[config.mk]
export PLATFORM = sky130hd
export DESIGN_NAME = uaf_top
export DESIGN_NICKNAME = d
export VERILOG_FILES = /design/src/core/uaf_pkg.sv /design/src/core/uaf_top.sv
export SDC_FILE = /design/constraint.sdc
export NUM_CORES = 1
export LEC_CHECK = 0
export BUFFER_PORTS_ARGS = -buffer_cell sky130_fd_sc_hd__buf_4
export CORE_MARGIN = 2
export CORE_UTILIZATION = 55
export DETAILED_ROUTE_END_ITERATION = 6
export MAX_ROUTING_LAYER = met4
export PLACE_DENSITY = 0.73
export SLEW_MARGIN = 20
export SYNTH_ARGS = -nofsm -noshare
export SYNTH_HDL_FRONTEND = slang
export SYNTH_SLANG_ARGS = --single-unit
[constraint.sdc]
create_clock -name core_clk -period 7.8 [get_ports core_clk]
set_input_delay 0.78 -clock core_clk [delete_from_list [all_inputs] [get_ports core_clk]]
set_output_delay 0.78 -clock core_clk [all_outputs]
set_load 0.005 [all_outputs]
[src/core/uaf_pkg.sv]
// How it works
// - Each tx bit lasts 16, 8 or 4 ticks
// - Frame: start, data LSB first, parity, stop
// - FIFO mode: holding write pushes 32-deep tx FIFO
// - Non-FIFO: holding-empty set on shifter load
// - Non-FIFO: holding-empty raises enabled tx interrupt
// - FIFO mode: holding-empty while tx FIFO empty
// - FIFO mode: tx interrupt below tx trigger
// - Fully-empty needs shifter and FIFO empty
// - Start bit checked half a bit after fall
// - Later bits sampled at bit middle
// - Rx FIFO 32 entries of data plus tags
// - Holding read pops, tags follow new head
// - Holding register shows oldest rx character
// - Rx interrupt per character or at trigger
// - Timeout after four words plus twelve bits
// - Auto request needs feature bit and request bit
// - Flow interrupt on request output rising
// - Request deasserts at upper fill level
// - Request reasserts at lower fill level
// - Receiver keeps filling until FIFO full
// - Clear-to-send high stops after current stop
// - Flow interrupt when clear-to-send goes high
// - Mode field selects 16X, 8X or 4X
// - Word length field picks 5 to 8 bits
package uaf_pkg;
  // Word indices of the register map, byte address is four times the index
  localparam logic [3:0] REG_HOLDING = 4'h0;
  localparam logic [3:0] REG_INT_ENABLE = 4'h1;
  localparam logic [3:0] REG_INT_SOURCE = 4'h2;
  localparam logic [3:0] REG_LINE_CONTROL = 4'h3;
  localparam logic [3:0] REG_MODEM_CONTROL = 4'h4;
  localparam logic [3:0] REG_LINE_STATUS = 4'h5;
  localparam logic [3:0] REG_ENHANCED = 4'h6;
  localparam logic [3:0] REG_SAMPLING = 4'h7;
  localparam logic [3:0] REG_TICK_DIV = 4'h8;
  // Field positions
  localparam int IE_RX = 0;
  localparam int IE_TX = 1;
  localparam int IE_RTS = 6;
  localparam int IE_CTS = 7;
  localparam int FC_ENABLE = 0;
  localparam int FC_RX_RESET = 1;
  localparam int FC_TX_RESET = 2;
  localparam int LC_STOP2 = 2;
  localparam int LC_PAR_EN = 3;
  localparam int LC_PAR_EVEN = 4;
  localparam int MC_RTS = 1;
  localparam int EF_UNLOCK = 4;
  localparam int EF_AUTO_RTS = 6;
  localparam int EF_AUTO_CTS = 7;
  localparam int IS_RX = 0;
  localparam int IS_TX = 1;
  localparam int IS_TIMEOUT = 2;
  localparam int IS_FLOW = 5;
  // Reset values
  localparam logic [7:0] RST_BYTE = 8'h00;
  localparam logic [7:0] RST_LINE_CONTROL = 8'h03;
  localparam logic [15:0] RST_TICK_DIV = 16'h0001;
  // FIFO geometry
  localparam int DEPTH = 32;
  localparam int PTR_W = 5;
  localparam int CNT_W = 6;
  // Receive FIFO entry: three error tags and the data byte
  typedef struct packed {
    logic brk;
    logic fe;
    logic pe;
    logic [7:0] data;
  } uaf_rx_entry_s;
  // Serial state machines, one-hot
  typedef enum logic [4:0] {
    SER_IDLE = 5'h01,
    SER_START = 5'h02,
    SER_DATA = 5'h04,
    SER_PAR = 5'h08,
    SER_STOP = 5'h10
  } uaf_ser_e;
endpackage

[src/core/uaf_top.sv]
// Design decisions made here: the Avalon-MM interface to the registers and the register addresses.
`timescale 1ns/1ps
module uaf_top (
  input wire logic core_clk,
  input wire logic rst_n,
  input wire logic [3:0] avs_address,
  input wire logic avs_read,
  input wire logic avs_write,
  input wire logic [31:0] avs_writedata,
  output logic [31:0] avs_readdata,
  output logic avs_waitrequest,
  input wire logic rx_in,
  output logic tx_out,
  input wire logic cts_n_in,
  output logic rts_n_out,
  output logic irq_out
);
  // Last tick index of a bit for the sampling mode
  function automatic logic [4:0] bit_last(input logic [1:0] m);
    bit_last = (m == 2'b01) ? 5'h07 : (m == 2'b10) ? 5'h03 : 5'h0f;
  endfunction
  // Level for a two-bit trigger code
  function automatic logic [5:0] trig_lvl(input logic [1:0] c);
    trig_lvl = (c == 2'b00) ? 6'h08 : (c == 2'b01) ? 6'h10 : (c == 2'b10) ? 6'h18 : 6'h1c;
  endfunction
  // Parity of the active data bits
  function automatic logic par_of(input logic [7:0] d, input logic [1:0] wl, input logic even);
    logic [7:0] m;
    m = 8'hff >> (3'h3 - {1'b0, wl});
    par_of = (^(d & m)) ^ ~even;
  endfunction

  // Software visible registers
  logic [7:0] ier_r, ier_nxt;
  logic [7:0] fcr_r, fcr_nxt;
  logic [7:0] lcr_r, lcr_nxt;
  logic [7:0] mcr_r, mcr_nxt;
  logic [7:0] efr_r, efr_nxt;
  logic [7:0] dld_r, dld_nxt;
  logic [15:0] div_r, div_nxt;
  // Bus answer
  logic [31:0] rdata_r, rdata_nxt;
  logic wait_r, wait_nxt;
  // Sticky flags and outputs
  logic flow_r, flow_nxt;
  logic ovr_r, ovr_nxt;
  logic rts_n_r, rts_n_nxt;
  logic cts_prev_r, cts_prev_nxt;
  logic irq_r, irq_nxt;
  // Oversampling tick divider
  logic [15:0] tdiv_r, tdiv_nxt;
  logic tick_r, tick_nxt;
  // Timeout counter in ticks
  logic [10:0] tout_r, tout_nxt;
  // FIFOs
  localparam int DEPTH_C = uaf_pkg::DEPTH;
  logic [7:0] txm_r [DEPTH_C];
  logic [7:0] txm_nxt [DEPTH_C];
  uaf_pkg::uaf_rx_entry_s rxm_r [DEPTH_C];
  uaf_pkg::uaf_rx_entry_s rxm_nxt [DEPTH_C];
  logic [uaf_pkg::PTR_W-1:0] txw_r, txw_nxt, txr_r, txr_nxt, rxw_r, rxw_nxt, rxr_r, rxr_nxt;
  logic [uaf_pkg::CNT_W-1:0] txc_r, txc_nxt, rxc_r, rxc_nxt;
  // Strobes from the serial engines
  logic tx_pop;
  logic rx_push;
  uaf_pkg::uaf_rx_entry_s rx_ent;
  logic tx_idle;

  // Decoded bus access
  logic acc, wr_acc, rd_acc;
  logic fifo_en;
  logic [5:0] cap;
  logic [1:0] mode;
  logic [4:0] blast;
  uaf_pkg::uaf_rx_entry_s head;
  logic [5:0] frame_bits;
  logic [10:0] tout_lim;
  logic [5:0] rts_hi, rts_lo;

  assign acc = (avs_read | avs_write) & ~wait_r;
  assign wr_acc = acc & avs_write;
  assign rd_acc = acc & avs_read;
  assign fifo_en = fcr_r[uaf_pkg::FC_ENABLE];
  assign cap = fifo_en ? 6'h20 : 6'h01;
  assign mode = dld_r[5:4];
  assign blast = bit_last(mode);
  assign head = rxm_r[rxr_r];
  assign frame_bits = 6'h07 + {4'h0, lcr_r[1:0]} + {5'h00, lcr_r[uaf_pkg::LC_PAR_EN]}
                      + {5'h00, lcr_r[uaf_pkg::LC_STOP2]};
  assign tout_lim = 11'((({5'h00, frame_bits} << 2) + 11'h00c) * ({6'h00, blast} + 11'h001));
  assign rts_hi = (fcr_r[7:6] == 2'b00) ? 6'h10 : (fcr_r[7:6] == 2'b01) ? 6'h18 : 6'h1c;
  assign rts_lo = (fcr_r[7:6] == 2'b00) ? 6'h00 : (fcr_r[7:6] == 2'b01) ? 6'h08
                : (fcr_r[7:6] == 2'b10) ? 6'h10 : 6'h18;

  // Register file, bus slave, FIFOs, flags and flow control
  always_comb begin
    logic [7:0] line_status, interrupt_source;
    logic rts_up, cts_up, rx_int, tx_int, to_int;
    line_status = 8'h00;
    interrupt_source = 8'h00;
    rts_up = 1'b0;
    cts_up = 1'b0;
    rx_int = 1'b0;
    tx_int = 1'b0;
    to_int = 1'b0;
    ier_nxt = ier_r;
    fcr_nxt = fcr_r;
    lcr_nxt = lcr_r;
    mcr_nxt = mcr_r;
    efr_nxt = efr_r;
    dld_nxt = dld_r;
    div_nxt = div_r;
    flow_nxt = flow_r;
    ovr_nxt = ovr_r;
    txm_nxt = txm_r;
    rxm_nxt = rxm_r;
    txw_nxt = txw_r;
    txr_nxt = txr_r;
    rxw_nxt = rxw_r;
    rxr_nxt = rxr_r;
    txc_nxt = txc_r;
    rxc_nxt = rxc_r;
    // Tick divider, one pulse every div_r clocks
    if (tdiv_r + 16'h0001 >= div_r) begin
      tdiv_nxt = 16'h0000;
      tick_nxt = 1'b1;
    end else begin
      tdiv_nxt = tdiv_r + 16'h0001;
      tick_nxt = 1'b0;
    end
    // Interrupt conditions
    rx_int = ier_r[uaf_pkg::IE_RX] & (fifo_en ? (rxc_r >= trig_lvl(fcr_r[7:6])) : (rxc_r != 6'h00));
    if (fifo_en) begin
      tx_int = ier_r[uaf_pkg::IE_TX] & (txc_r < trig_lvl(fcr_r[5:4]));
    end else begin
      tx_int = ier_r[uaf_pkg::IE_TX] & (txc_r == 6'h00);
    end
    to_int = ier_r[uaf_pkg::IE_RX] & (tout_r >= tout_lim) & (rxc_r != 6'h00);
    // Status views
    line_status[0] = rxc_r != 6'h00;
    line_status[1] = ovr_r;
    line_status[2] = (rxc_r != 6'h00) & head.pe;
    line_status[3] = (rxc_r != 6'h00) & head.fe;
    line_status[4] = (rxc_r != 6'h00) & head.brk;
    line_status[5] = txc_r == 6'h00;
    line_status[6] = (txc_r == 6'h00) & tx_idle;
    interrupt_source[uaf_pkg::IS_RX] = rx_int;
    interrupt_source[uaf_pkg::IS_TX] = tx_int;
    interrupt_source[uaf_pkg::IS_TIMEOUT] = to_int;
    interrupt_source[uaf_pkg::IS_FLOW] = flow_r;
    irq_nxt = rx_int | tx_int | to_int | flow_r;
    // Timeout counter restarts on new character or holding-register read
    if (rx_push || (rd_acc && avs_address == uaf_pkg::REG_HOLDING) || rxc_r == 6'h00) begin
      tout_nxt = 11'h000;
    end else if (tick_r && tout_r < tout_lim) begin
      tout_nxt = tout_r + 11'h001;
    end else begin
      tout_nxt = tout_r;
    end
    // Bus answer one cycle after a request is seen
    wait_nxt = ~((avs_read | avs_write) & wait_r);
    rdata_nxt = rdata_r;
    // Only reads load the answer, so read data hold across writes
    if (avs_read && wait_r) begin
      if (avs_address == uaf_pkg::REG_HOLDING) begin
        rdata_nxt = {24'h000000, head.data};
      end else if (avs_address == uaf_pkg::REG_INT_ENABLE) begin
        rdata_nxt = {24'h000000, ier_r};
      end else if (avs_address == uaf_pkg::REG_INT_SOURCE) begin
        rdata_nxt = {24'h000000, interrupt_source};
      end else if (avs_address == uaf_pkg::REG_LINE_CONTROL) begin
        rdata_nxt = {24'h000000, lcr_r};
      end else if (avs_address == uaf_pkg::REG_MODEM_CONTROL) begin
        rdata_nxt = {24'h000000, mcr_r};
      end else if (avs_address == uaf_pkg::REG_LINE_STATUS) begin
        rdata_nxt = {24'h000000, line_status[7:6], line_status[5], line_status[4:0] | 5'h00} | {24'h000000, |line_status[4:1], 7'h00};
      end else if (avs_address == uaf_pkg::REG_ENHANCED) begin
        rdata_nxt = {24'h000000, efr_r};
      end else if (avs_address == uaf_pkg::REG_SAMPLING) begin
        rdata_nxt = {24'h000000, dld_r};
      end else if (avs_address == uaf_pkg::REG_TICK_DIV) begin
        rdata_nxt = {16'h0000, div_r};
      end else begin
        rdata_nxt = 32'h00000000;
      end
    end
    // Transmit FIFO pop by the shifter
    if (tx_pop) begin
      txr_nxt = txr_r + 5'h01;
      txc_nxt = txc_nxt - 6'h01;
    end
    // Receive FIFO push, keeps filling until full even with request off
    if (rx_push) begin
      if (rxc_r < cap) begin
        rxm_nxt[rxw_r] = rx_ent;
        rxw_nxt = rxw_r + 5'h01;
        rxc_nxt = rxc_nxt + 6'h01;
      end else begin
        ovr_nxt = 1'b1;
      end
    end
    // Register writes and read side effects
    if (wr_acc) begin
      if (avs_address == uaf_pkg::REG_HOLDING) begin
        if (txc_r < cap) begin
          txm_nxt[txw_r] = avs_writedata[7:0];
          txw_nxt = txw_r + 5'h01;
          txc_nxt = txc_nxt + 6'h01;
        end
      end else if (avs_address == uaf_pkg::REG_INT_ENABLE) begin
        ier_nxt[5:0] = avs_writedata[5:0];
        if (efr_r[uaf_pkg::EF_UNLOCK]) begin
          ier_nxt[7:6] = avs_writedata[7:6];
        end
      end else if (avs_address == uaf_pkg::REG_INT_SOURCE) begin
        fcr_nxt = {avs_writedata[7:3], 2'b00, avs_writedata[0]};
        if (avs_writedata[uaf_pkg::FC_RX_RESET] || avs_writedata[0] != fcr_r[0]) begin
          rxw_nxt = 5'h00;
          rxr_nxt = 5'h00;
          rxc_nxt = 6'h00;
        end
        if (avs_writedata[uaf_pkg::FC_TX_RESET] || avs_writedata[0] != fcr_r[0]) begin
          txw_nxt = txr_nxt;
          txc_nxt = 6'h00;
        end
      end else if (avs_address == uaf_pkg::REG_LINE_CONTROL) begin
        lcr_nxt = avs_writedata[7:0];
      end else if (avs_address == uaf_pkg::REG_MODEM_CONTROL) begin
        mcr_nxt = avs_writedata[7:0];
      end else if (avs_address == uaf_pkg::REG_ENHANCED) begin
        efr_nxt = avs_writedata[7:0];
      end else if (avs_address == uaf_pkg::REG_SAMPLING) begin
        dld_nxt = avs_writedata[7:0];
      end else if (avs_address == uaf_pkg::REG_TICK_DIV) begin
        div_nxt = (avs_writedata[15:0] == 16'h0000) ? 16'h0001 : avs_writedata[15:0];
      end
    end
    if (rd_acc) begin
      if (avs_address == uaf_pkg::REG_HOLDING && rxc_r != 6'h00) begin
        rxr_nxt = rxr_r + 5'h01;
        rxc_nxt = rxc_nxt - 6'h01;
      end else if (avs_address == uaf_pkg::REG_INT_SOURCE) begin
        flow_nxt = 1'b0;
      end else if (avs_address == uaf_pkg::REG_LINE_STATUS) begin
        ovr_nxt = 1'b0;
      end
    end
    if (rx_push && rxc_r >= cap) begin
      ovr_nxt = 1'b1;
    end
    // Request-to-send pin, auto mode with hysteresis once both the request bit and the auto-request feature bit are on
    rts_n_nxt = rts_n_r;
    if (!mcr_r[uaf_pkg::MC_RTS]) begin
      rts_n_nxt = 1'b1;
    end else if (!efr_r[uaf_pkg::EF_AUTO_RTS]) begin
      rts_n_nxt = 1'b0;
    end else if (rxc_r >= rts_hi) begin
      rts_n_nxt = 1'b1;
    end else if (rxc_r <= rts_lo) begin
      rts_n_nxt = 1'b0;
    end
    // Flow-control interrupt events, set wins over a clearing read
    rts_up = ~rts_n_r & rts_n_nxt;
    cts_up = ~cts_prev_r & cts_n_in;
    cts_prev_nxt = cts_n_in;
    if (rts_up && ier_r[uaf_pkg::IE_RTS] && efr_r[uaf_pkg::EF_UNLOCK]) begin
      flow_nxt = 1'b1;
    end
    if (cts_up && ier_r[uaf_pkg::IE_CTS] && efr_r[uaf_pkg::EF_UNLOCK]) begin
      flow_nxt = 1'b1;
    end
  end

  // Register stage of the control group
  always_ff @(posedge core_clk) begin
    if (!rst_n) begin
      ier_r <= uaf_pkg::RST_BYTE;
      fcr_r <= uaf_pkg::RST_BYTE;
      lcr_r <= uaf_pkg::RST_LINE_CONTROL;
      mcr_r <= uaf_pkg::RST_BYTE;
      efr_r <= uaf_pkg::RST_BYTE;
      dld_r <= uaf_pkg::RST_BYTE;
      div_r <= uaf_pkg::RST_TICK_DIV;
      rdata_r <= 32'h00000000;
      wait_r <= 1'b1;
      flow_r <= 1'b0;
      ovr_r <= 1'b0;
      rts_n_r <= 1'b1;
      cts_prev_r <= 1'b0;
      irq_r <= 1'b0;
      tdiv_r <= 16'h0000;
      tick_r <= 1'b0;
      tout_r <= 11'h000;
      txw_r <= 5'h00;
      txr_r <= 5'h00;
      rxw_r <= 5'h00;
      rxr_r <= 5'h00;
      txc_r <= 6'h00;
      rxc_r <= 6'h00;
    end else begin
      ier_r <= ier_nxt;
      fcr_r <= fcr_nxt;
      lcr_r <= lcr_nxt;
      mcr_r <= mcr_nxt;
      efr_r <= efr_nxt;
      dld_r <= dld_nxt;
      div_r <= div_nxt;
      rdata_r <= rdata_nxt;
      wait_r <= wait_nxt;
      flow_r <= flow_nxt;
      ovr_r <= ovr_nxt;
      rts_n_r <= rts_n_nxt;
      cts_prev_r <= cts_prev_nxt;
      irq_r <= irq_nxt;
      tdiv_r <= tdiv_nxt;
      tick_r <= tick_nxt;
      tout_r <= tout_nxt;
      txw_r <= txw_nxt;
      txr_r <= txr_nxt;
      rxw_r <= rxw_nxt;
      rxr_r <= rxr_nxt;
      txc_r <= txc_nxt;
      rxc_r <= rxc_nxt;
    end
  end

  // FIFO storage needs no reset
  always_ff @(posedge core_clk) begin
    txm_r <= txm_nxt;
    rxm_r <= rxm_nxt;
  end

  // Transmit shifter state
  uaf_pkg::uaf_ser_e txs_r, txs_nxt;
  logic [4:0] txt_r, txt_nxt;
  logic [2:0] txb_r, txb_nxt;
  logic [7:0] tsh_r, tsh_nxt;
  logic tpar_r, tpar_nxt;
  logic txo_r, txo_nxt;
  assign tx_idle = txs_r == uaf_pkg::SER_IDLE;

  // Transmit shifter next state
  always_comb begin
    logic bit_end;
    bit_end = tick_r && txt_r == blast;
    txs_nxt = txs_r;
    txt_nxt = txt_r;
    txb_nxt = txb_r;
    tsh_nxt = tsh_r;
    tpar_nxt = tpar_r;
    txo_nxt = txo_r;
    tx_pop = 1'b0;
    if (txs_r != uaf_pkg::SER_IDLE && tick_r) begin
      txt_nxt = bit_end ? 5'h00 : txt_r + 5'h01;
    end
    case (txs_r)
      uaf_pkg::SER_IDLE: begin
        // Clear-to-send high holds the next character back
        if (tick_r && txc_r != 6'h00 && !(efr_r[uaf_pkg::EF_AUTO_CTS] && cts_n_in)) begin
          tx_pop = 1'b1;
          tsh_nxt = txm_r[txr_r];
          tpar_nxt = par_of(txm_r[txr_r], lcr_r[1:0], lcr_r[uaf_pkg::LC_PAR_EVEN]);
          txo_nxt = 1'b0;
          txt_nxt = 5'h00;
          txb_nxt = 3'h0;
          txs_nxt = uaf_pkg::SER_START;
        end
      end
      uaf_pkg::SER_START: begin
        if (bit_end) begin
          txo_nxt = tsh_r[0];
          txs_nxt = uaf_pkg::SER_DATA;
        end
      end
      uaf_pkg::SER_DATA: begin
        if (bit_end) begin
          if (txb_r == {1'b1, lcr_r[1:0]}) begin
            txb_nxt = 3'h0;
            txo_nxt = lcr_r[uaf_pkg::LC_PAR_EN] ? tpar_r : 1'b1;
            txs_nxt = lcr_r[uaf_pkg::LC_PAR_EN] ? uaf_pkg::SER_PAR : uaf_pkg::SER_STOP;
          end else begin
            txb_nxt = txb_r + 3'h1;
            tsh_nxt = tsh_r >> 1;
            txo_nxt = tsh_r[1];
          end
        end
      end
      uaf_pkg::SER_PAR: begin
        if (bit_end) begin
          txo_nxt = 1'b1;
          txs_nxt = uaf_pkg::SER_STOP;
        end
      end
      uaf_pkg::SER_STOP: begin
        if (bit_end) begin
          if (lcr_r[uaf_pkg::LC_STOP2] && txb_r == 3'h0) begin
            txb_nxt = 3'h1;
          end else begin
            txs_nxt = uaf_pkg::SER_IDLE;
          end
        end
      end
      default: begin
        txs_nxt = uaf_pkg::SER_IDLE;
        txo_nxt = 1'b1;
      end
    endcase
  end

  // Transmit shifter registers
  always_ff @(posedge core_clk) begin
    if (!rst_n) begin
      txs_r <= uaf_pkg::SER_IDLE;
      txt_r <= 5'h00;
      txb_r <= 3'h0;
      tsh_r <= 8'h00;
      tpar_r <= 1'b0;
      txo_r <= 1'b1;
    end else begin
      txs_r <= txs_nxt;
      txt_r <= txt_nxt;
      txb_r <= txb_nxt;
      tsh_r <= tsh_nxt;
      tpar_r <= tpar_nxt;
      txo_r <= txo_nxt;
    end
  end

  // Receive shifter state
  uaf_pkg::uaf_ser_e rxs_r, rxs_nxt;
  logic [4:0] rxt_r, rxt_nxt;
  logic [2:0] rxb_r, rxb_nxt;
  logic [7:0] rsh_r, rsh_nxt;
  logic rpe_r, rpe_nxt;
  logic rprev_r, rprev_nxt;

  // Receive shifter next state
  always_comb begin
    logic mid;
    mid = tick_r && rxt_r == blast;
    rxs_nxt = rxs_r;
    rxt_nxt = rxt_r;
    rxb_nxt = rxb_r;
    rsh_nxt = rsh_r;
    rpe_nxt = rpe_r;
    rprev_nxt = tick_r ? rx_in : rprev_r;
    rx_push = 1'b0;
    rx_ent = '{brk: 1'b0, fe: 1'b0, pe: 1'b0, data: rsh_r >> (3'h3 - {1'b0, lcr_r[1:0]})};
    if (rxs_r != uaf_pkg::SER_IDLE && tick_r) begin
      rxt_nxt = mid ? 5'h00 : rxt_r + 5'h01;
    end
    case (rxs_r)
      uaf_pkg::SER_IDLE: begin
        if (tick_r && rprev_r && !rx_in) begin
          rxt_nxt = 5'h00;
          rxs_nxt = uaf_pkg::SER_START;
        end
      end
      uaf_pkg::SER_START: begin
        if (tick_r && rxt_r == (blast >> 1)) begin
          rxt_nxt = 5'h00;
          rxb_nxt = 3'h0;
          rpe_nxt = 1'b0;
          rxs_nxt = rx_in ? uaf_pkg::SER_IDLE : uaf_pkg::SER_DATA;
        end
      end
      uaf_pkg::SER_DATA: begin
        if (mid) begin
          rsh_nxt = {rx_in, rsh_r[7:1]};
          if (rxb_r == {1'b1, lcr_r[1:0]}) begin
            rxs_nxt = lcr_r[uaf_pkg::LC_PAR_EN] ? uaf_pkg::SER_PAR : uaf_pkg::SER_STOP;
          end else begin
            rxb_nxt = rxb_r + 3'h1;
          end
        end
      end
      uaf_pkg::SER_PAR: begin
        if (mid) begin
          rpe_nxt = rx_in != par_of(rx_ent.data, lcr_r[1:0], lcr_r[uaf_pkg::LC_PAR_EVEN]);
          rxs_nxt = uaf_pkg::SER_STOP;
        end
      end
      uaf_pkg::SER_STOP: begin
        if (mid) begin
          rx_push = 1'b1;
          rx_ent.pe = rpe_r;
          rx_ent.fe = ~rx_in;
          rx_ent.brk = ~rx_in && rx_ent.data == 8'h00;
          rxs_nxt = uaf_pkg::SER_IDLE;
        end
      end
      default: begin
        rxs_nxt = uaf_pkg::SER_IDLE;
      end
    endcase
  end

  // Receive shifter registers
  always_ff @(posedge core_clk) begin
    if (!rst_n) begin
      rxs_r <= uaf_pkg::SER_IDLE;
      rxt_r <= 5'h00;
      rxb_r <= 3'h0;
      rsh_r <= 8'h00;
      rpe_r <= 1'b0;
      rprev_r <= 1'b1;
    end else begin
      rxs_r <= rxs_nxt;
      rxt_r <= rxt_nxt;
      rxb_r <= rxb_nxt;
      rsh_r <= rsh_nxt;
      rpe_r <= rpe_nxt;
      rprev_r <= rprev_nxt;
    end
  end

  // Outputs straight from flops
  assign avs_readdata = rdata_r;
  assign avs_waitrequest = wait_r;
  assign tx_out = txo_r;
  assign rts_n_out = rts_n_r;
  assign irq_out = irq_r;
endmodule

### Yosys cells after proc, flatten, opt, wreduce, memory -nomap -nowiden

Index checks and enable logic that the tools add are counted.

| storage, ports and cells | value |
|---|---|
| register bits | 814 |
| input port bits | 42 |
| logic and storage cells | 550 |

| operators by class | value |
|---|---|
| add/sub/neg operators | 20 |
| $mul | 1 |
| order comparisons | 16 |
| eq/ne operators | 52 |
| shift-type cells | 2 |
| mux-type cells | 147 |
| bitwise operators | 43 |
| reductions and logical operators | 73 |

Operators with widths:

| operator | number |
|---|---|
| bitwise mux 352 bit | 1 |
| bitwise mux 256 bit | 1 |
| two-way mux 5 bit | 46 |
| two-way mux 16 bit | 10 |
| two-way mux 6 bit | 17 |
| binary-select mux 11 bit (select 5 bit) | 1 |
| demux 11 bit (select 5 bit) | 1 |
| one-hot mux 5 bit (5 select lines) | 2 |
| two-way mux 8 bit | 6 |
| two-way mux 3 bit | 14 |
| binary-select mux 8 bit (select 5 bit) | 1 |
| demux 8 bit (select 5 bit) | 1 |
| two-way mux 11 bit | 3 |
| inequality test 2 bit, second input constant | 16 |
| two-way mux 1 bit | 31 |
| adder 5 x 1 -> 5 bit, second input constant | 6 |
| >= comparator 6 bit, second input constant | 4 |
| two-way mux 4 bit | 6 |
| inverter 5 -> 6 bit | 4 |
| logical AND 1 bit | 23 |
| AND reduction 5 bit | 4 |
| adder 16 x 1 -> 16 bit, second input constant | 1 |
| AND 8 bit | 2 |
| == test 4 x 3 -> 1 bit, second input constant | 4 |
| other kinds (71) | 149 |

### Longest topological paths before layout

Gate-level depths: netlist of the first run.

| depth | value |
|---|---|
| depth in word-level cells | 16 |
| depth in mapped cells | 26 |

### Worst setup path after synthesis of the first run

No wires, ideal clock.

| path | value |
|---|---|
| path kind | reg2reg |
| start | register lcr_r[0] |
| end | register tout_r[7] |
| setup time | 0.059 ns |
| arrival | 5.414 ns |
| data required time | 7.741 ns |
| slack | 2.326 ns |
| cell stages (with the launch flop) | 25 |
| path buffers | 1 |
| period minus slack after synthesis | 5.474 ns |
| cell sequence | dfxtp_1 clkbuf_1 inv_1 ha_1 inv_1 ha_1 inv_1 fa_1 ha_1 xor2_1 and2_1 fa_1 ha_1 ha_1 ha_1 inv_1 fa_1 xor2_1 xnor2_1 xnor2_1 ha_1 o21ai_0 nand3_1 or4_1 nand2_1 |

| between the ends | value |
|---|---|
| word-level cells in the longest chain between the ends | 7 |

RTL lines:

| item | RTL line | RTL |
|---|---|---|
| from (decl) | uaf_top.sv:36 | `logic [7:0] lcr_r, lcr_nxt;` |
| from (signal assigned) | uaf_top.sv:279 | `lcr_r <= uaf_pkg::RST_LINE_CONTROL;` |
| from (signal assigned) | uaf_top.sv:303 | `lcr_r <= lcr_nxt;` |
| adder 3 x 2 -> 4 bit | uaf_top.sv:88 | `assign frame_bits = 6'h07 + {4'h0, lcr_r[1:0]} + {5'h00, lcr_r[uaf_pkg::LC_PAR_EN]}` |
| adder 4 x 1 -> 5 bit | uaf_top.sv:88 |  |
| adder 5 x 1 -> 6 bit | uaf_top.sv:89 | `+ {5'h00, lcr_r[uaf_pkg::LC_STOP2]};` |
| adder 8 x 4 -> 9 bit | uaf_top.sv:90 | `assign tout_lim = 11'((({5'h00, frame_bits} << 2) + 11'h00c) * ({6'h00, blast} + 11'h001));` |
| multiplier 9 x 5 -> 11 bit | uaf_top.sv:90 |  |
| < comparator 11 bit | uaf_top.sv:155 | `end else if (tick_r && tout_r < tout_lim) begin` |
| logical AND 1 bit | uaf_top.sv:155 |  |
| to (signal assigned) | uaf_top.sv:317 | `tout_r <= tout_nxt;` |
| to (decl) | uaf_top.sv:54 | `logic [10:0] tout_r, tout_nxt;` |

Every way passes these cells.
A chain may end at the register's enable or synchronous reset.

### Final worst setup path of the first run

Ends and elaborated chain as after synthesis.

==> impl_results.md, run 1 <==
- WHS: a little under 0.4 ns
- Vias per inst: 6.12
- Status: completed
- Unrepaired setup endpoints after global routing: false
- Vias in the first global route: 19841
- IO Port Bufs: 45
- Fin area: around 0.038 mm2
- Leakage: roughly 12 nW
- FP Rows: between 90 and 100
- Die ar.: 0.0648 mm2
- CP arrival: approximately 6.8 ns
- Comb pwr share: 9.4%
- Placed cell area: 0.0355 mm2
- Worst-Margin Slew: roughly 1.1 ns
- Gr usage total: 25.4%
- DRC violations left: 0
- Worst path top cell family by delay: adder cells
- Deepest clock path buffer count: 3
- Clk_lat worst skew: ~0.64 ns
- Post-Route WL: a little under 80000 um
- Worst clock skew: 0.0232 ns
- # H-tree levels: 3
- Reg power frac: ~50%
- Tcrit/Tclk final: 79.5%
- Distinct cells, synth: 76
- Switching share of power: 23.6%
- Fmax: 161 MHz
- Fin nets: 2564
- GPL Wtd Cong: 0.908
- Number of synthesized flops with an enable pin: 608
- Core ar.: ~0.062 mm2
- Critical path class: reg2reg
- Largest area contributor in the netlist: edfxtp_1
- Die Wd: 255 um
- Int Pwr: 7.14 mW
- Drt pass-1 iters: 6
- Slowest stage cell, crit path: dfxtp_1
- Sequential-to-total area share from yosys stat: a little under two thirds
- Layout area overhead: 10.4%
- Initial antenna violation count: 0
- NetSw: 2.21 mW
- Share of cells above drive strength 1: about 16%
- GRT overflow: 0
- Detailed Place HPWL: 48900 um
- Ys flop type: edfxtp_1
- Starting Density: 55.8%
- Vias post-DR: just over 20000
- Pin count of the biggest net entering global routing: 63
- Synth top area share: 52.9%
- Tot Pwr: 9.34 mW
- CTS hold repair buffers: 0
- Worst path max stage delay: 0.65 ns
- # diodes: 0
- Setup TNS: 0 ns
- Relative slew slack: 25.5%
- Synth Instances: 2414
- Clock power share: 40.3%
- Mean Syn Cell Area: 14.3 um2
- Die height: 255 um
- CP Launch Type: flop
- Fillcell total: 4584
- Worst-path clk slew: 0.06 ns
- DR WL/cell: 23.5 um
- Cell Chain, Critical Path: inv_1, ha_1, inv_1, ha_1, inv_1, fa_1, ha_1, nor3_1, and2_1, fa_1, ha_1, ha_1, ha_1, inv_1, fa_1, xor2_1, xnor2_1, xnor2_1, ha_1, nor2b_1, nand3_1, or4_1, nand2_1
- Yosys warning count: 0
- Hold Fails Final Rpt: 0
- Peak VDD IR: between 0.3 and 0.4 mV
- Num CTS Buffers: 80
- Slew Limit Fails: 0
- Crit-path max FO: 16
- Final worst setup slack: ~1.6 ns
- Routed Antenna Nets: 0
- Root Driver: clkbuf_16
- Worst slack, placed: 1.59 ns
- # clock sinks: 797
- Largest cells by area after synthesis: edfxtp_1, dfxtp_1, mux4_2, ha_1, mux2i_1
- Setup bufs post-CTS: 0
- CTS tree: built
- Initial drt markers: 2208
- Async SR Flop Fraction: 0%
- Yosys reg bits: 797
- Max_cap viols: 0
- Tmin final: 6.20 ns
- Final core utilization: 61.5%
- Buffers & Inverters on Critical Path: 4
- First-pass GRT wire length: 121000 um
- Pwr/cell area: 245 mW/mm2
- Required time of the critical path: 8.37 ns
- Cts repair resizes: 0
- I/O pin count: 78
- Setup-failing EPs final: 0
- CP endpoint kind: flop
- Worst hold-check path type: in2reg
- Placed insts: 3193
- Non-Filler Instances: 3341
- Synth Cell Area: 0.0345 mm2
- Cell mode on critical path: ha_1
synthesized netlist by cell type (6+ instances only):
cell / instances
and3_1: 10
ha_1: 77
nor3_1: 29
nand3_1: 72
or3_1: 12
nor2_1: 232
o21a_1: 9
mux4_2: 152
buf_1: 9
buf_4: 21
clkbuf_1: 85
nand3b_1: 15
dfxtp_1: 189
o21ai_0: 47
a21boi_0: 14
a21oi_1: 107
mux2_2: 17
nor2b_1: 38
or2_2: 14
a21o_1: 10
xor2_1: 27
nand4_1: 18
a31oi_1: 6
inv_1: 69
nand2_1: 171
a22oi_1: 21
buf_2: 21
o211ai_1: 10
and2_1: 22
edfxtp_1: 608
o221ai_1: 19
mux2i_1: 95
a311oi_1: 10
nor4_1: 12
nand2b_1: 12
xnor2_1: 53
layout by cell type, fill, tap and decap left out, drive strengths merged, types with 12 or more instances in the layout:
master,instances
nor3,30
a21boi,14
edfxtp,608
xor2,27
nand3b,15
mux4,156
ha,77
mux2i,95
clkinv,37
and2,24
nand4,18
buf,69
a21oi,107
clkbuf,101
or2,14
a22oi,21
nand2b,12
mux2,17
conb,16
xnor2,53
nor2b,38
inv,71
or3,12
nor2,234
nand2,171
nand3,72
o21ai,50
nor4,14
o221ai,19
dfxtp,189
flip-flops by register name, indices dropped and copies added (netlist names), 6 cells and up:
name and flops:
rxc_r 6, txm_r 256, tsh_r 8, avs_readdata 16, mcr_r 8, rxm_r 352
rsh_r 8, div_r 16, txc_r 6, dld_r 8, tdiv_r 16, efr_r 8
tout_r 11, lcr_r 8, ier_r 8
per-layer routing:
layer | global-route usage, % | part of all wire (%) | vias up
met5 | - | 0 | -
met2 | 39.0 | 48 | 858
met4 | 7.67 | 2.8 | 0
met1 | 35.5 | 42 | 10295
li1 | - | - | 9150
met3 | 3.85 | 7.0 | 155
kinds of logic (layout without fill, tap and decap cells):
group	count (synthesis)	after routing	share of synthesized area (%)
AOI/OAI and AO/OA	296	296	5.62
DFF	797	797	63.8
other	1	16	0.0109
xor gates and xnor gates	80	80	2.03
buffers and inverters	212	287	2.73
and+or+nand+nor	678	678	9.19
muxes	268	268	13.5
adders and majority gates	82	82	3.08
power groups by stage:
| stage | clock network [mW] | logic [mW] | registers [mW] |
|---|---|---|---|
| floorplan | 0 | 0.731 | 4.72 |
| global placement | 0 | 0.841 | 4.79 |
| detailed placement | 0 | 0.864 | 4.79 |
| CTS | 3.83 | 0.870 | 4.70 |
| global route | 3.98 | 0.963 | 4.72 |
| finish | 3.77 | 0.875 | 4.70 |
cell type report:
class                           count  area, um2  area share, %
Tap cell                          837       1050           2.75
Inverter                           71        268          0.702
Timing Repair Buffer               70        526           1.38
Clock buffer                      100       2140           5.61
Clock inverter                     46        422           1.11
Multi-Input combinational cell   1420      11700           30.6
Sequential cell                   797      22100           57.8
path summary, 6_finish.rpt:
check | startpoint | to | slack, ns | cells after the start
worst max-delay path | lcr_r[0] | tout_r[7] | 1.60 | 23
worst min-delay path | avs_read | avs_waitrequest | 0.39 | 2
worst max register to register | lcr_r[0] | tout_r[7] | 1.60 | 23
worst min register to register | mcr_r[6] | mcr_r[6] | 0.46 | 2
No activity file was read; power rests on OpenSTA's default activity.
==> run 2: changes to the inputs <==
- ABC_AREA: not set -> 1
- PLACE_DENSITY: 0.73 -> 0.76
- clock period: 7.8 -> 5.7 ns (I/O delays scaled with it)
==> impl_results.md, run 2 <==
- Status: completed
- Final worst setup slack: 0.270 ns (-1.33 ns)
- IO Port Bufs: 45 (unchanged)
- WL met2: 39700 um (+5.6%)
- Wire length on met1: 35200 um (+5.7%)
- Clk_lat worst skew: 0.64 ns (about the same)
- Comb pwr share: 13.7% (+4.3 points)
- Distinct cells, synth: 60 (-21%)
- FP Rows: 93 (+2.2%)
- Relative slew slack: 23.4% (-2.1 points)
- GRT overflow: 0 (unchanged)
- Clock power share: 39.7% (-0.6 points)
- Synth Instances: 3578 (+48%)
- First-pass GRT wire length: 133000 um (+10%)
- Worst path max stage delay: 0.46 ns (-0.19 ns)
- Fillcell total: 5021 (+9.5%)
- Setup TNS: 0 ns (unchanged)
- Pin count of the biggest net entering global routing: 94 (+49%)
- Largest Register: rxm_r
- Synth top area share: 51.5% (-1.4 points)
- Critical path class: reg2reg
- WHS: 0.159 ns (-0.227 ns)
- Mean Syn Cell Area: 9.91 um2 (-31%)
- Setup-failing EPs final: 0 (unchanged)
- DR WL met3: 7280 um (+31%)
- Worst r2r path cells: 26 (+13%)
- # diodes: 0 (unchanged)
- # clock sinks: 797 (unchanged)
- Cell mode on critical path: ha_1
- Reg power frac: 46.6% (-3.7 points)
- Number of synthesized flops with an enable pin: 608 (unchanged)
- Post-synth top cells: nand2_1, edfxtp_1, nor2_1
- Deepest clock path buffer count: 3 (unchanged)
- Worst path top cell family by delay: adder cells
- Worst-path clk slew: 0.07 ns (about the same)
- Hold Path End: cts_prev_r
- Regs by FF count: rxm_r: 352 flops, txm_r: 256 flops
- CP endpoint kind: flop
- Terminus of the critical flop-to-flop path: tout_r[4]
- Tot Pwr: 13.8 mW (+48%)
- Core ar.: 0.0641 mm2 (+3.5%)
- Peak VDD IR: 0.375 mV (+19%)
- Gr usage total: 26.3% (+0.84 points)
- Switching share of power: 26.9% (+3.3 points)
- CP arrival: 5.95 ns (-0.82 ns)
- Commonest non-fill, non-tap cell in the layout: nand2_1
- CP Launch Type: flop
- Drt pass-1 iters: 6 (unchanged)
- Most frequent cells in the layout: nand2_1, edfxtp_1, nor2_1, o21ai_0, inv_1
- Vias post-DR: 25885 (+27%)
- Die Wd: 258 um (+1.3%)
- Fmax: 184 MHz (+14%)
- Max FFs per register: 352 (unchanged)
- CTS tree: built
- Die ar.: 0.0665 mm2 (+2.7%)
- Tmin final: 5.43 ns (-0.768 ns)
- Num CTS Buffers: 81 (+1.3%)
- Largest area contributor in the netlist: edfxtp_1
- Post-Route WL: 85700 um (+9.0%)
- Layout area overhead: 10.9%
- I/O pin count: 78 (unchanged)
- Placed cell area: 0.0364 mm2 (+2.6%)
- Final core utilization: 61.4% (-0.18 points)
- Synth Cell Area: 0.0355 mm2 (+2.7%)
- DRC violations left: 0 (unchanged)
- Fin area: 0.0393 mm2 (+3.2%)
- Starting Density: 55.3% (-0.42 points)
- Required time of the critical path: 6.22 ns (-2.15 ns)
- # H-tree levels: 3 (unchanged)
- DR WL/cell: 19.0 um (-19%)
- Worst hold path startpoint: cts_n_in
- CTS hold repair buffers: 0 (unchanged)
- R2R Path Start: lcr_r[3]
- Die height: 258 um (+1.3%)
- Vias per inst: 5.75 (-6.1%)
- Slew Limit Fails: 0 (unchanged)
- Worst-Margin Slew: 1.15 ns (+0.0289 ns)
- GPL Wtd Cong: 0.908 (about the same)
- Yosys reg bits: 797 (unchanged)
- R2R Setup Slk: 0.27 ns (-1.33 ns)
- Slowest stage cell, crit path: fa_2
- Hold Fails Final Rpt: 0 (unchanged)
- Crit-path max FO: 4 (-12)
- Worst hold-check path type: in2reg
- Root Driver: clkbuf_16
- Max_cap viols: 0 (unchanged)
- Yosys warning count: 0 (unchanged)
- Ys flop type: edfxtp_1
- Largest cells by area after synthesis: edfxtp_1, dfxtp_1, nand2_1, nor2_1, o21ai_0
- Fin nets: 3706 (+45%)
- Async SR Flop Fraction: 0% (unchanged)
- Routed Antenna Nets: 0 (unchanged)
- Max layer used: met4
- Worst hold path depth: 3 (+1)
- Tcrit/Tclk final: 95.3% (+16 points)
- Worst slack, placed: 0.182 ns (-1.40 ns)
- Non-Filler Instances: 4501 (+35%)
- Sequential-to-total area share from yosys stat: 62.1% (-1.7 points)
- Buffers & Inverters on Critical Path: 5 (+1)
- Share of cells above drive strength 1: 8.48% (-7.9 points)
- Placed insts: 4349 (+36%)
- Detailed Place HPWL: 52100 um (+6.5%)
- Initial antenna violation count: 0 (unchanged)
- Vias in the first global route: 24453 (+23%)
- Leakage: 15.2 nW (+22%)
- Worst clock skew: 0.0337 ns (+0.0105 ns)
- NetSw: 3.71 mW (+68%)
- Int Pwr: 10.1 mW (+41%)
- Top-count cell post-synth: nand2_1
- Pwr/cell area: 350 mW/mm2 (+43%)
- Initial drt markers: 2865 (+30%)
[run 2: changes by cell type after synthesis, moves of 40 or more]
cell,delta
a21oi_1,+63
inv_1,+223
mux2i_1,-95
nand2_1,+501
mux4_2,-152
o22ai_1,+42
nor2_1,+230
o21ai_0,+287
xnor2_1,-40
nand3_1,+168
[run 2: cell families (layout without fill, tap and decap cells)]
group | after synthesis | after routing | share of synthesized area [%]
simple gates | 1493 | 1493 | 17.6
other cells | 1 | 16 | 0.0106
buf+inv | 496 | 549 | 5.66
xor+xnor | 50 | 50 | 1.26
compound gates | 659 | 659 | 10.3
flops | 797 | 797 | 62.1
fa+ha+maj | 82 | 82 | 3.00
[run 2: layout make-up]
class	instances	area, um2	area share (%)
flip-flops and latches	797	22100	56.0
multi-input cells	2300	11600	29.5
clock buffers	105	2230	5.66
inverters	316	1190	3.04
well taps	855	1070	2.72
repair buffers	86	658	1.67
clock inverters	42	547	1.39
[run 2: how the worst max path moves through the flow]
stage,from,end,slack (ns),cells after the start
6_report,lcr_r[3],tout_r[4],0.27,26
5_1_grt,lcr_r[3],tout_r[4],-0.05,26
4_1_cts,lcr_r[3],tout_r[6],0.12,25
3_5_place_dp,lcr_r[3],tout_r[6],0.18,25
3_3_place_gp,lcr_r[3],tout_r[6],0.28,25
2_1_floorplan,lcr_r[0],tout_r[6],0.37,26
[run 2: layer usage]
layer	vias up	track usage, %
met1	12189	34.5
met3	227	4.34
met5	-	-
met4	0	11.1
met2	1196	40.7
li1	12273	-
[run 2: timing repair]
item / CTS / global route
gates resized for setup: 0 / 10
setup buffers: 0 / 4
endpoints found under the setup margin: 0 / 11
[run 2: worst min-delay path: stages]
cell and delay [ns]:
buf_4 0.11, nand2_1 0.05, inv_1 0.04
[run 2: power by group through the flow]
| stage | clock, mW | combinational, mW | sequential (mW) |
|---|---|---|---|
| 6_report | 5.48 | 1.89 | 6.42 |
| 5_1_grt | 5.75 | 2.16 | 6.43 |
| 4_1_cts | 5.52 | 1.87 | 6.42 |
| 3_5_place_dp | 0 | 1.85 | 6.54 |
| 3_3_place_gp | 0 | 1.81 | 6.54 |
| 2_1_floorplan | 0 | 1.45 | 6.48 |
